<file path="config.mk">
export PLATFORM = sky130hd
export DESIGN_NAME = fecb_engine
export DESIGN_NICKNAME = d
export VERILOG_FILES = /design/src/inc/fecb_pkg.sv /design/src/rtl/fecb_code_acc.sv /design/src/rtl/fecb_engine.sv
export SDC_FILE = /design/constraint.sdc
export NUM_CORES = 1
export LEC_CHECK = 0
export ABC_AREA = 1
export BUFFER_PORTS_ARGS = -buffer_cell sky130_fd_sc_hd__buf_2
export CORE_UTILIZATION = 53
export DETAILED_ROUTE_END_ITERATION = 16
export MAX_ROUTING_LAYER = met4
export PLACE_DENSITY = 0.78
export SLEW_MARGIN = 0
export SYNTH_ARGS = -nofsm -noshare
export SYNTH_HDL_FRONTEND = slang
export SYNTH_SLANG_ARGS = --single-unit
</file>
<file path="constraint.sdc">
create_clock -name clk -period 4.9 [get_ports clk]
set_input_delay 1.225 -clock clk [delete_from_list [all_inputs] [get_ports clk]]
set_output_delay 1.225 -clock clk [all_outputs]
set_load 0.005 [all_outputs]
</file>
<file path="src/inc/fecb_pkg.sv">
// constants and types shared by the flash ecc engine
package fecb_pkg;
    // ************
    // stream layout of one sector
    // ************
    localparam int          FECB_WORD_W      = 16;
    localparam int          FECB_IDX_W       = 9;
    localparam logic [8:0]  FECB_MARK_IDX    = 9'h100;
    localparam logic [8:0]  FECB_SP_DATA0    = 9'h101;
    localparam logic [8:0]  FECB_SP_DATA1    = 9'h102;
    localparam logic [8:0]  FECB_SP_ECC0     = 9'h103;
    localparam logic [8:0]  FECB_SP_ECC1     = 9'h104;
    localparam logic [8:0]  FECB_SP_ECC2     = 9'h105;
    localparam logic [8:0]  FECB_LAST_IDX    = 9'h107;
    localparam logic [8:0]  FECB_IDX_RST     = 9'h000;
    // ************
    // configuration, codes and marks
    // ************
    localparam int          FECB_BYPASS_BIT  = 9;
    localparam int          FECB_MAIN_CODE_W = 24;
    localparam int          FECB_SPARE_CODE_W = 10;
    localparam int          FECB_MAIN_PAIRS  = 12;
    localparam int          FECB_SPARE_PAIRS = 5;
    localparam logic [15:0] FECB_ERASED      = 16'hffff;
    localparam logic [7:0]  FECB_PAD8        = 8'hff;
    localparam logic [5:0]  FECB_PAD6        = 6'h3f;
    localparam logic [5:0]  FECB_MARK_PAGES  = 6'h02;
    localparam logic [1:0]  FECB_MARK_SECTOR = 2'h0;
    localparam logic [8:0]  FECB_BLOCK0      = 9'h000;
    localparam logic [3:0][15:0] FECB_BITSEL =
        {16'hff00, 16'hf0f0, 16'hcccc, 16'haaaa};
    // ************
    // status encoding
    // ************
    localparam logic [1:0]  FECB_ST_NONE     = 2'h0;
    localparam logic [1:0]  FECB_ST_ONE      = 2'h1;
    localparam logic [1:0]  FECB_ST_TWO      = 2'h2;

    typedef enum logic [2:0] {
        S_IDLE,
        S_XFER,
        S_CHECK,
        S_FIX,
        S_DRAIN
    } fecb_state_t;
endpackage

</file>
<file path="src/rtl/fecb_code_acc.sv">
// running main and spare ecc code accumulator for one sector
`timescale 1ns/1ps
module fecb_code_acc
    import fecb_pkg::*;
(
    input  wire logic        clk,        // core clock
    input  wire logic        rst_n,      // async reset, active low
    input  wire logic        clear,      // restart codes for new sector
    input  wire logic        en,         // accumulate this word
    input  wire logic [15:0] word,       // data word
    input  wire logic [8:0]  idx,        // word index in sector
    output logic      [23:0] mainCode,   // main area code
    output logic      [9:0]  spareCode   // spare data code
);
    logic [7:0]  bitPar;
    logic        wordPar;
    logic [23:0] mainDelta;
    logic [9:0]  spareDelta;
    logic        isMain;
    logic        isSpare;

    // ************
    // per word parity contributions
    // ************
    always_comb begin
        wordPar = ^word;
        for (int k = 0; k < 4; k++) begin
            bitPar[2*k+1] = ^(word & FECB_BITSEL[k]);
            bitPar[2*k]   = ^(word & ~FECB_BITSEL[k]);
        end
        mainDelta[7:0] = bitPar;
        for (int k = 0; k < 8; k++) begin
            mainDelta[8+2*k+1] = wordPar & idx[k];
            mainDelta[8+2*k]   = wordPar & ~idx[k];
        end
        spareDelta[7:0] = bitPar;
        spareDelta[9]   = wordPar & (idx == FECB_SP_DATA1);
        spareDelta[8]   = wordPar & (idx == FECB_SP_DATA0);
        isMain  = (idx < FECB_MARK_IDX);
        isSpare = (idx == FECB_SP_DATA0) || (idx == FECB_SP_DATA1);
    end

    always_ff @(posedge clk or negedge rst_n) begin
        if (!rst_n) begin
            mainCode <= '0;
        end else if (clear) begin
            mainCode <= '0;
        end else if (en && isMain) begin
            mainCode <= mainCode ^ mainDelta;
        end
    end

    always_ff @(posedge clk or negedge rst_n) begin
        if (!rst_n) begin
            spareCode <= '0;
        end else if (clear) begin
            spareCode <= '0;
        end else if (en && isSpare) begin
            spareCode <= spareCode ^ spareDelta;
        end
    end
endmodule

</file>
<file path="src/rtl/fecb_engine.sv">
// sector ecc engine with bypass, correction and invalid block mark check
`timescale 1ns/1ps
module fecb_engine
    import fecb_pkg::*;
(
    input  wire logic        clk,         // core clock, 250 MHz
    input  wire logic        rst_n,       // async reset, active low
    input  wire logic [15:0] sysCfg1,     // system configuration 1 value
    input  wire logic        opStart,     // start one sector transfer
    input  wire logic        opLoad,      // 1 load, 0 program
    input  wire logic [8:0]  opBlock,     // array block address
    input  wire logic [5:0]  opPage,      // page in block
    input  wire logic [1:0]  opSector,    // sector in page
    output logic             busy,        // transfer in progress
    input  wire logic        inValid,     // source word valid
    input  wire logic [15:0] inData,      // source word
    output logic             inReady,     // engine takes word
    output logic             outValid,    // sink word valid
    output logic      [15:0] outData,     // sink word
    input  wire logic        outReady,    // sink takes word
    output logic      [8:0]  arrayBlock,  // block being accessed
    output logic      [5:0]  arrayPage,   // page being accessed
    output logic             corrValid,   // buffer bit fix pulse
    output logic      [8:0]  corrIndex,   // word index to fix
    output logic      [15:0] corrMask,    // bit to flip
    output logic             eccValid,    // status holds a result
    output logic      [1:0]  eccStatus,   // none, one bit, two bit
    output logic      [8:0]  errIndex,    // error word index
    output logic      [3:0]  errBit,      // error bit position
    output logic             markBad,     // invalid block mark seen
    output logic             loadErr      // uncorrectable load
);
    fecb_state_t state_r;
    logic [8:0]  idx_r;
    logic        load_r;
    logic        bypass_r;
    logic [1:0]  sector_r;
    logic [23:0] storedMain_r;
    logic [9:0]  storedSpare_r;
    logic [23:0] accMain;
    logic [9:0]  accSpare;
    logic        inFire;
    logic        accEn;
    logic [23:0] synM;
    logic [23:0] synS;
    logic        mZero, mSingle, mOne, sZero, sSingle, sOne;
    logic        uncorr;
    logic [11:0] locM;
    logic [11:0] locS;

    // ************
    // syndrome helpers
    // ************
    function automatic logic pairsSingle(input logic [23:0] s, input int n);
        logic ok;
        ok = 1'b1;
        for (int k = 0; k < 12; k++) begin
            if (k < n && s[2*k] == s[2*k+1]) begin
                ok = 1'b0;
            end
        end
        return ok;
    endfunction

    function automatic logic oneBit(input logic [23:0] s);
        logic [4:0] c;
        c = '0;
        for (int k = 0; k < 24; k++) begin
            c = c + {4'h0, s[k]};
        end
        return c == 5'h01;
    endfunction

    function automatic logic [11:0] locOf(input logic [23:0] s);
        logic [11:0] l;
        for (int k = 0; k < 12; k++) begin
            l[k] = s[2*k+1];
        end
        return l;
    endfunction

    // ************
    // handshake and code engine
    // ************
    assign busy    = (state_r != S_IDLE);
    assign inReady = (state_r == S_XFER) && (!outValid || outReady);
    assign inFire  = inValid && inReady;
    assign accEn   = inFire && !bypass_r;

    fecb_code_acc u_acc (
        .clk       (clk),
        .rst_n     (rst_n),
        .clear     (opStart && state_r == S_IDLE),
        .en        (accEn),
        .word      (inData),
        .idx       (idx_r),
        .mainCode  (accMain),
        .spareCode (accSpare)
    );

    always_comb begin
        synM    = storedMain_r ^ accMain;
        synS    = {14'h0, storedSpare_r ^ accSpare};
        mZero   = (synM == '0);
        sZero   = (synS == '0);
        mSingle = pairsSingle(synM, FECB_MAIN_PAIRS);
        sSingle = pairsSingle(synS, FECB_SPARE_PAIRS);
        mOne    = oneBit(synM);
        sOne    = oneBit(synS);
        uncorr  = (!mZero && !mSingle && !mOne) || (!sZero && !sSingle && !sOne);
        locM    = locOf(synM);
        locS    = locOf(synS);
    end

    // ************
    // sequencing
    // ************
    always_ff @(posedge clk or negedge rst_n) begin
        if (!rst_n) begin
            state_r  <= S_IDLE;
            idx_r    <= FECB_IDX_RST;
            load_r   <= 1'b0;
            bypass_r <= 1'b0;
            sector_r <= 2'h0;
        end else begin
            unique case (state_r)
                S_IDLE: begin
                    if (opStart) begin
                        state_r  <= S_XFER;
                        idx_r    <= FECB_IDX_RST;
                        load_r   <= opLoad;
                        bypass_r <= sysCfg1[FECB_BYPASS_BIT];
                        sector_r <= opSector;
                    end
                end
                S_XFER: begin
                    if (inFire) begin
                        idx_r <= idx_r + 9'h001;
                        if (idx_r == FECB_LAST_IDX) begin
                            state_r <= (load_r && !bypass_r) ? S_CHECK : S_DRAIN;
                        end
                    end
                end
                S_CHECK: state_r <= S_FIX;
                S_FIX:   state_r <= S_DRAIN;
                S_DRAIN: begin
                    if (!outValid || outReady) begin
                        state_r <= S_IDLE;
                    end
                end
            endcase
        end
    end

    // array address held for the whole sector, only the addressed page is touched
    always_ff @(posedge clk or negedge rst_n) begin
        if (!rst_n) begin
            arrayBlock <= FECB_BLOCK0;
            arrayPage  <= '0;
        end else if (state_r == S_IDLE && opStart) begin
            arrayBlock <= opBlock;
            arrayPage  <= opPage;
        end
    end

    // ************
    // data path
    // ************
    always_ff @(posedge clk or negedge rst_n) begin
        if (!rst_n) begin
            outValid <= 1'b0;
            outData  <= '0;
        end else if (inFire) begin
            outValid <= 1'b1;
            outData  <= inData;
            if (!load_r && !bypass_r) begin
                unique case (idx_r)
                    FECB_SP_ECC0: outData <= accMain[15:0];
                    FECB_SP_ECC1: outData <= {FECB_PAD8, accMain[23:16]};
                    FECB_SP_ECC2: outData <= {FECB_PAD6, accSpare};
                    default:      outData <= inData;
                endcase
            end
        end else if (outReady) begin
            outValid <= 1'b0;
        end
    end

    // stored code arrives with the load and is passed on as read
    always_ff @(posedge clk or negedge rst_n) begin
        if (!rst_n) begin
            storedMain_r  <= '0;
            storedSpare_r <= '0;
        end else if (inFire && load_r) begin
            if (idx_r == FECB_SP_ECC0) begin
                storedMain_r[15:0] <= inData;
            end
            if (idx_r == FECB_SP_ECC1) begin
                storedMain_r[23:16] <= inData[7:0];
            end
            if (idx_r == FECB_SP_ECC2) begin
                storedSpare_r <= inData[9:0];
            end
        end
    end

    // ************
    // status, correction and marks
    // ************
    always_ff @(posedge clk or negedge rst_n) begin
        if (!rst_n) begin
            eccValid  <= 1'b0;
            eccStatus <= FECB_ST_NONE;
            errIndex  <= '0;
            errBit    <= '0;
            loadErr   <= 1'b0;
        end else if (state_r == S_IDLE && opStart) begin
            eccValid  <= 1'b0;
            eccStatus <= FECB_ST_NONE;
            errIndex  <= '0;
            errBit    <= '0;
            loadErr   <= 1'b0;
        end else if (state_r == S_CHECK) begin
            eccValid <= 1'b1;
            loadErr  <= uncorr;
            if (uncorr) begin
                eccStatus <= FECB_ST_TWO;
            end else if (!mZero || !sZero) begin
                eccStatus <= FECB_ST_ONE;
            end
            if (mSingle && !uncorr) begin
                errIndex <= {1'b0, locM[11:4]};
                errBit   <= locM[3:0];
            end else if (sSingle && !uncorr) begin
                errIndex <= FECB_SP_DATA0 + {8'h0, locS[4]};
                errBit   <= locS[3:0];
            end
        end
    end

    always_ff @(posedge clk or negedge rst_n) begin
        if (!rst_n) begin
            corrValid <= 1'b0;
            corrIndex <= '0;
            corrMask  <= '0;
        end else begin
            corrValid <= 1'b0;
            if (state_r == S_CHECK && mSingle && !uncorr) begin
                corrValid <= 1'b1;
                corrIndex <= {1'b0, locM[11:4]};
                corrMask  <= 16'h0001 << locM[3:0];
            end else if (state_r == S_FIX && sSingle && !uncorr) begin
                corrValid <= 1'b1;
                corrIndex <= FECB_SP_DATA0 + {8'h0, locS[4]};
                corrMask  <= 16'h0001 << locS[3:0];
            end
        end
    end

    always_ff @(posedge clk or negedge rst_n) begin
        if (!rst_n) begin
            markBad <= 1'b0;
        end else if (state_r == S_IDLE && opStart) begin
            markBad <= 1'b0;
        end else if (inFire && load_r && idx_r == FECB_MARK_IDX) begin
            markBad <= (inData != FECB_ERASED) && (arrayBlock != FECB_BLOCK0)
                       && (sector_r == FECB_MARK_SECTOR) && (arrayPage < FECB_MARK_PAGES);
        end
    end
endmodule

</file>
==> run summary <==
Area share of fa/ha/maj cells after synthesis -> 9.966%
Antenna cell count -> 0
Vias in the first global route -> 7956
Setup CP Type -> reg -> reg
Required time worst endpoint -> 5.28 ns
First-pass GRT wire length -> 40210 um
Simple-gate area share of the yosys netlist -> 24.59%
Worst hold slack -> 0.4752 ns
Routed length per instance -> 16.71 um
Maximum root-to-sink buffer count -> 2
Pin count of the biggest net entering global routing -> 92
Pre-antenna DRT Iters -> 6
Root Driver -> clkbuf_16
Net Switching -> 4.250 mW
Tcrit/Tclk final -> 108.8%
DIE WIDTH -> 134.2 um
CP Depth -> 25
Synth Area in XOR/XNOR -> 6.671%
Overflow after GRT -> 0
Worst skew pair latency -> 0.45 ns
Clk pwr share -> 15.1%
Crit path capture -> errBit[2]
DP Area -> 10420 um2
Slew Limit Fails -> 0
H-Tree Level Count -> 4
Sequential share of the synthesized area -> 43.21%
DR iter-0 viols -> 637
CP bufs+invs -> 7
Setup crit start kind -> register
Die area -> 18010 um2
Worst-path clk slew -> 0.07 ns
Total GRT Usage -> 30.19%
Net Sw Frac -> 45.18%
Via count -> 8274
Power density cells -> 832.5 nW/um2
DRC -> 0
Compound-gate portion of the synthesized area -> 7.698%
Setup WS post-layout -> -0.4299 ns
Post-Layout Cell Count -> 1524
Port bufs -> 117
Lkg Pwr -> 6.084 nW
Mapped cell area -> 9265 um2
RSZ-0062 raised after global routing -> true
Most frequent CP cell -> fa_1
Largest stage delay, worst path -> 0.55 ns
Design area -> 11300 um2
Routed vias/inst -> 5.429
Count of final hold-check violations -> 0
Final WL -> 25470 um
Max Fclk -> 0.1876 GHz
Maximum VDD drop -> 1022 uV
Largest family of logic cells by synthesized area -> simple AND/OR/NAND/NOR gates
Antenna violations before repair -> 0
Delay-heaviest family, CP -> adder cells
CP max-delay cell -> fa_1
Setup slack, reg-to-reg -> -0.43 ns
Outcome -> complete, but fails checks
Gate count after technology mapping -> 1121
CP Max Fanout -> 5
Count of cell types in the netlist -> 41
Worst-Margin Slew -> 1.104 ns
DPL Wire Length -> 18460 um
Layout cells sized above 1 -> 23.16%
CP endpoint kind -> register
Critical Path AT -> 5.71 ns
Area grow syn2layout -> 21.97%
Initial Util -> 55.09%
Combinational share of power -> 64.4%
Row count -> 47
GPL Wtd Cong -> 0.9286
Failing checks -> negative setup slack
Syn_nets -> 1236
Final setup violating endpoints -> 42
Yosys warns -> 0
Min Tclk post-route -> 5.330 ns
Setup TNS -> -15.36 ns
Critical R2R Launch -> u_acc.mainCode[11]
R2R depth -> 25
CTS sink count -> 160
Routed Antenna Nets -> 0
Die H -> 134.2 um
Max_cap viols -> 0
Synthesized flop and latch total -> 160
Num CTS Buffers -> 17
Final Skew -> 0.01356 ns
Nets@finish -> 1406
Hold Crit Class -> reg -> reg
Seq pwr share -> 20.5%
Int Pwr -> 5.158 mW
I/O pin count -> 133
CTS tree -> built
Core Region -> 16820 um2
Mean post-synth cell area -> 8.265 um2
Worst setup startpoint -> u_acc.mainCode[11]
R2r endpoint -> errBit[2]
DP Cell Count -> 1483
Multiplexer area fraction after synthesis -> 0.7292%
Slew HR -> 25.97%
-- worst reg2reg max path, stage by stage, from the launching register on --
cell and delay (ns):
dfrtp_1 0.39, xor2_1 0.16, buf_4 0.17, inv_4 0.04, fa_1 0.55, inv_2 0.04
fa_1 0.49, inv_2 0.04, fa_1 0.46, fa_1 0.51, inv_1 0.05, fa_1 0.49
ha_2 0.19, fa_1 0.42, nor2_1 0.11, nand2_1 0.06, nor2_1 0.10, nand2_1 0.10
nand3_4 0.11, buf_6 0.14, nand2_4 0.08, inv_4 0.07, nand3b_1 0.17, o21ai_1 0.14
nand3_1 0.11, nand2_1 0.08
-- through the flow --
step	setup slack, ns	total power [mW]	util [%]
after floorplan	-0.03136	5.603	-
after global placement	-0.3336	7.167	61.96
after detailed placement	-0.4353	7.519	61.96
after CTS	-0.3447	9.234	66.43
after global routing	-0.6241	10.31	67.19
final	-0.4299	9.408	67.19
-- synthesized netlist by cell type (all sizes together) --
cell type | number | area (um2)
o211ai | 9 | 67.56
o22ai | 3 | 18.77
a31oi | 2 | 12.51
ha | 37 | 462.9
a21oi | 34 | 170.2
fa | 23 | 460.4
buf | 15 | 102.6
xor2 | 19 | 166.4
nand3b | 2 | 15.01
nor2 | 112 | 450.4
nand4 | 13 | 81.33
o221ai | 2 | 17.52
clkbuf | 14 | 52.55
nor4 | 5 | 31.28
a211oi | 1 | 7.510
nand2 | 317 | 1220
nand3 | 45 | 262.8
nor3b | 6 | 45.04
inv | 134 | 505.5
nor3 | 31 | 160.1
mux2 | 6 | 67.56
o31ai | 3 | 22.52
xnor2 | 49 | 451.7
dfrtp | 160 | 4004
or2 | 2 | 12.52
o21ai | 77 | 396.6
-- area by class of cell --
type / instances / area, um2
fillers: 1366 / 5518
multi-input cells: 798 / 4765
clock buffers: 17 / 425.4
repair buffers: 180 / 1106
inverters: 134 / 529.3
well taps: 220 / 275.3
flip-flops and latches: 160 / 4004
clock inverters: 15 / 196.4
-- how the worst min path moves through the flow --
| stage | slack [ns] | depth (start not counted) | start | to |
|---|---|---|---|---|
| 2_1_floorplan | 0.45 | 2 | sector_r[1] | sector_r[1] |
| 3_3_place_gp | 0.45 | 2 | errIndex[5] | errIndex[5] |
| 3_5_place_dp | 0.46 | 2 | outData[8] | outData[8] |
| 4_1_cts | 0.48 | 2 | corrMask[0] | corrMask[0] |
| 5_1_grt | 0.50 | 2 | corrMask[1] | corrMask[1] |
| 6_report | 0.48 | 2 | corrMask[0] | corrMask[0] |
-- flip-flops by register name (all words and copies together) (netlist names) --
signal / cells
idx_r: 9
errBit: 4
corrMask: 16
corrValid: 1
arrayBlock: 9
arrayPage: 6
corrIndex: 9
state_r: 3
outValid: 1
bypass_r: 1
u_acc.mainCode: 24
sector_r: 2
load_r: 1
storedMain_r: 24
outData: 16
eccStatus: 2
storedSpare_r: 10
errIndex: 9
eccValid: 1
u_acc.spareCode: 10
markBad: 1
loadErr: 1
-- cells by family (layout without fill, tap and decap cells) --
| family | count (synthesis) | count (layout) |
|---|---|---|
| and+or+nand+nor | 533 | 533 |
| buffers and inverters | 163 | 346 |
| DFF | 160 | 160 |
| AOI/OAI and AO/OA | 131 | 131 |
| xor gates and xnor gates | 68 | 68 |
| adders and majority gates | 60 | 60 |
| muxes | 6 | 6 |
-- power by group through the flow --
| stage | logic [mW] | registers, mW | clock network (mW) |
|---|---|---|---|
| 2_1_floorplan | 3.72 | 1.88 | 0 |
| 3_3_place_gp | 5.24 | 1.93 | 0 |
| 3_5_place_dp | 5.58 | 1.94 | 0 |
| 4_1_cts | 5.89 | 1.92 | 1.43 |
| 5_1_grt | 6.86 | 1.96 | 1.49 |
| 6_report | 6.06 | 1.93 | 1.42 |
-- placed cells by master, fill, tap and decap left out, types with 29 or more instances in the layout --
cell type    n
nor3_1      29
nand2_2     34
nand3_1     36
o21ai_0     49
a21oi_1     34
inv_1      118
xnor2_1     44
nand2_1    281
dfrtp_1    160
buf_4       55
ha_1        36
buf_2      117
nor2_1     104
-- repair_timing --
action,in CTS,in global routing
setup buffers,7,2
pin swaps,15,10
endpoints found under the setup margin,42,42
hold buffers,0,0
endpoints found under the hold margin,0,0
gates cloned,1,0
gates resized for setup,30,38
-- metal layers --
layer	up-vias	share of wire (%)	GRT usage, %
met3	76	5.9	4.195
met4	0	4.1	14.92
met1	3938	43	38.41
met5	-	0	-
met2	353	47	47.52
li1	3907	-	-
Note: power is estimated with default switching activity, not from simulation.
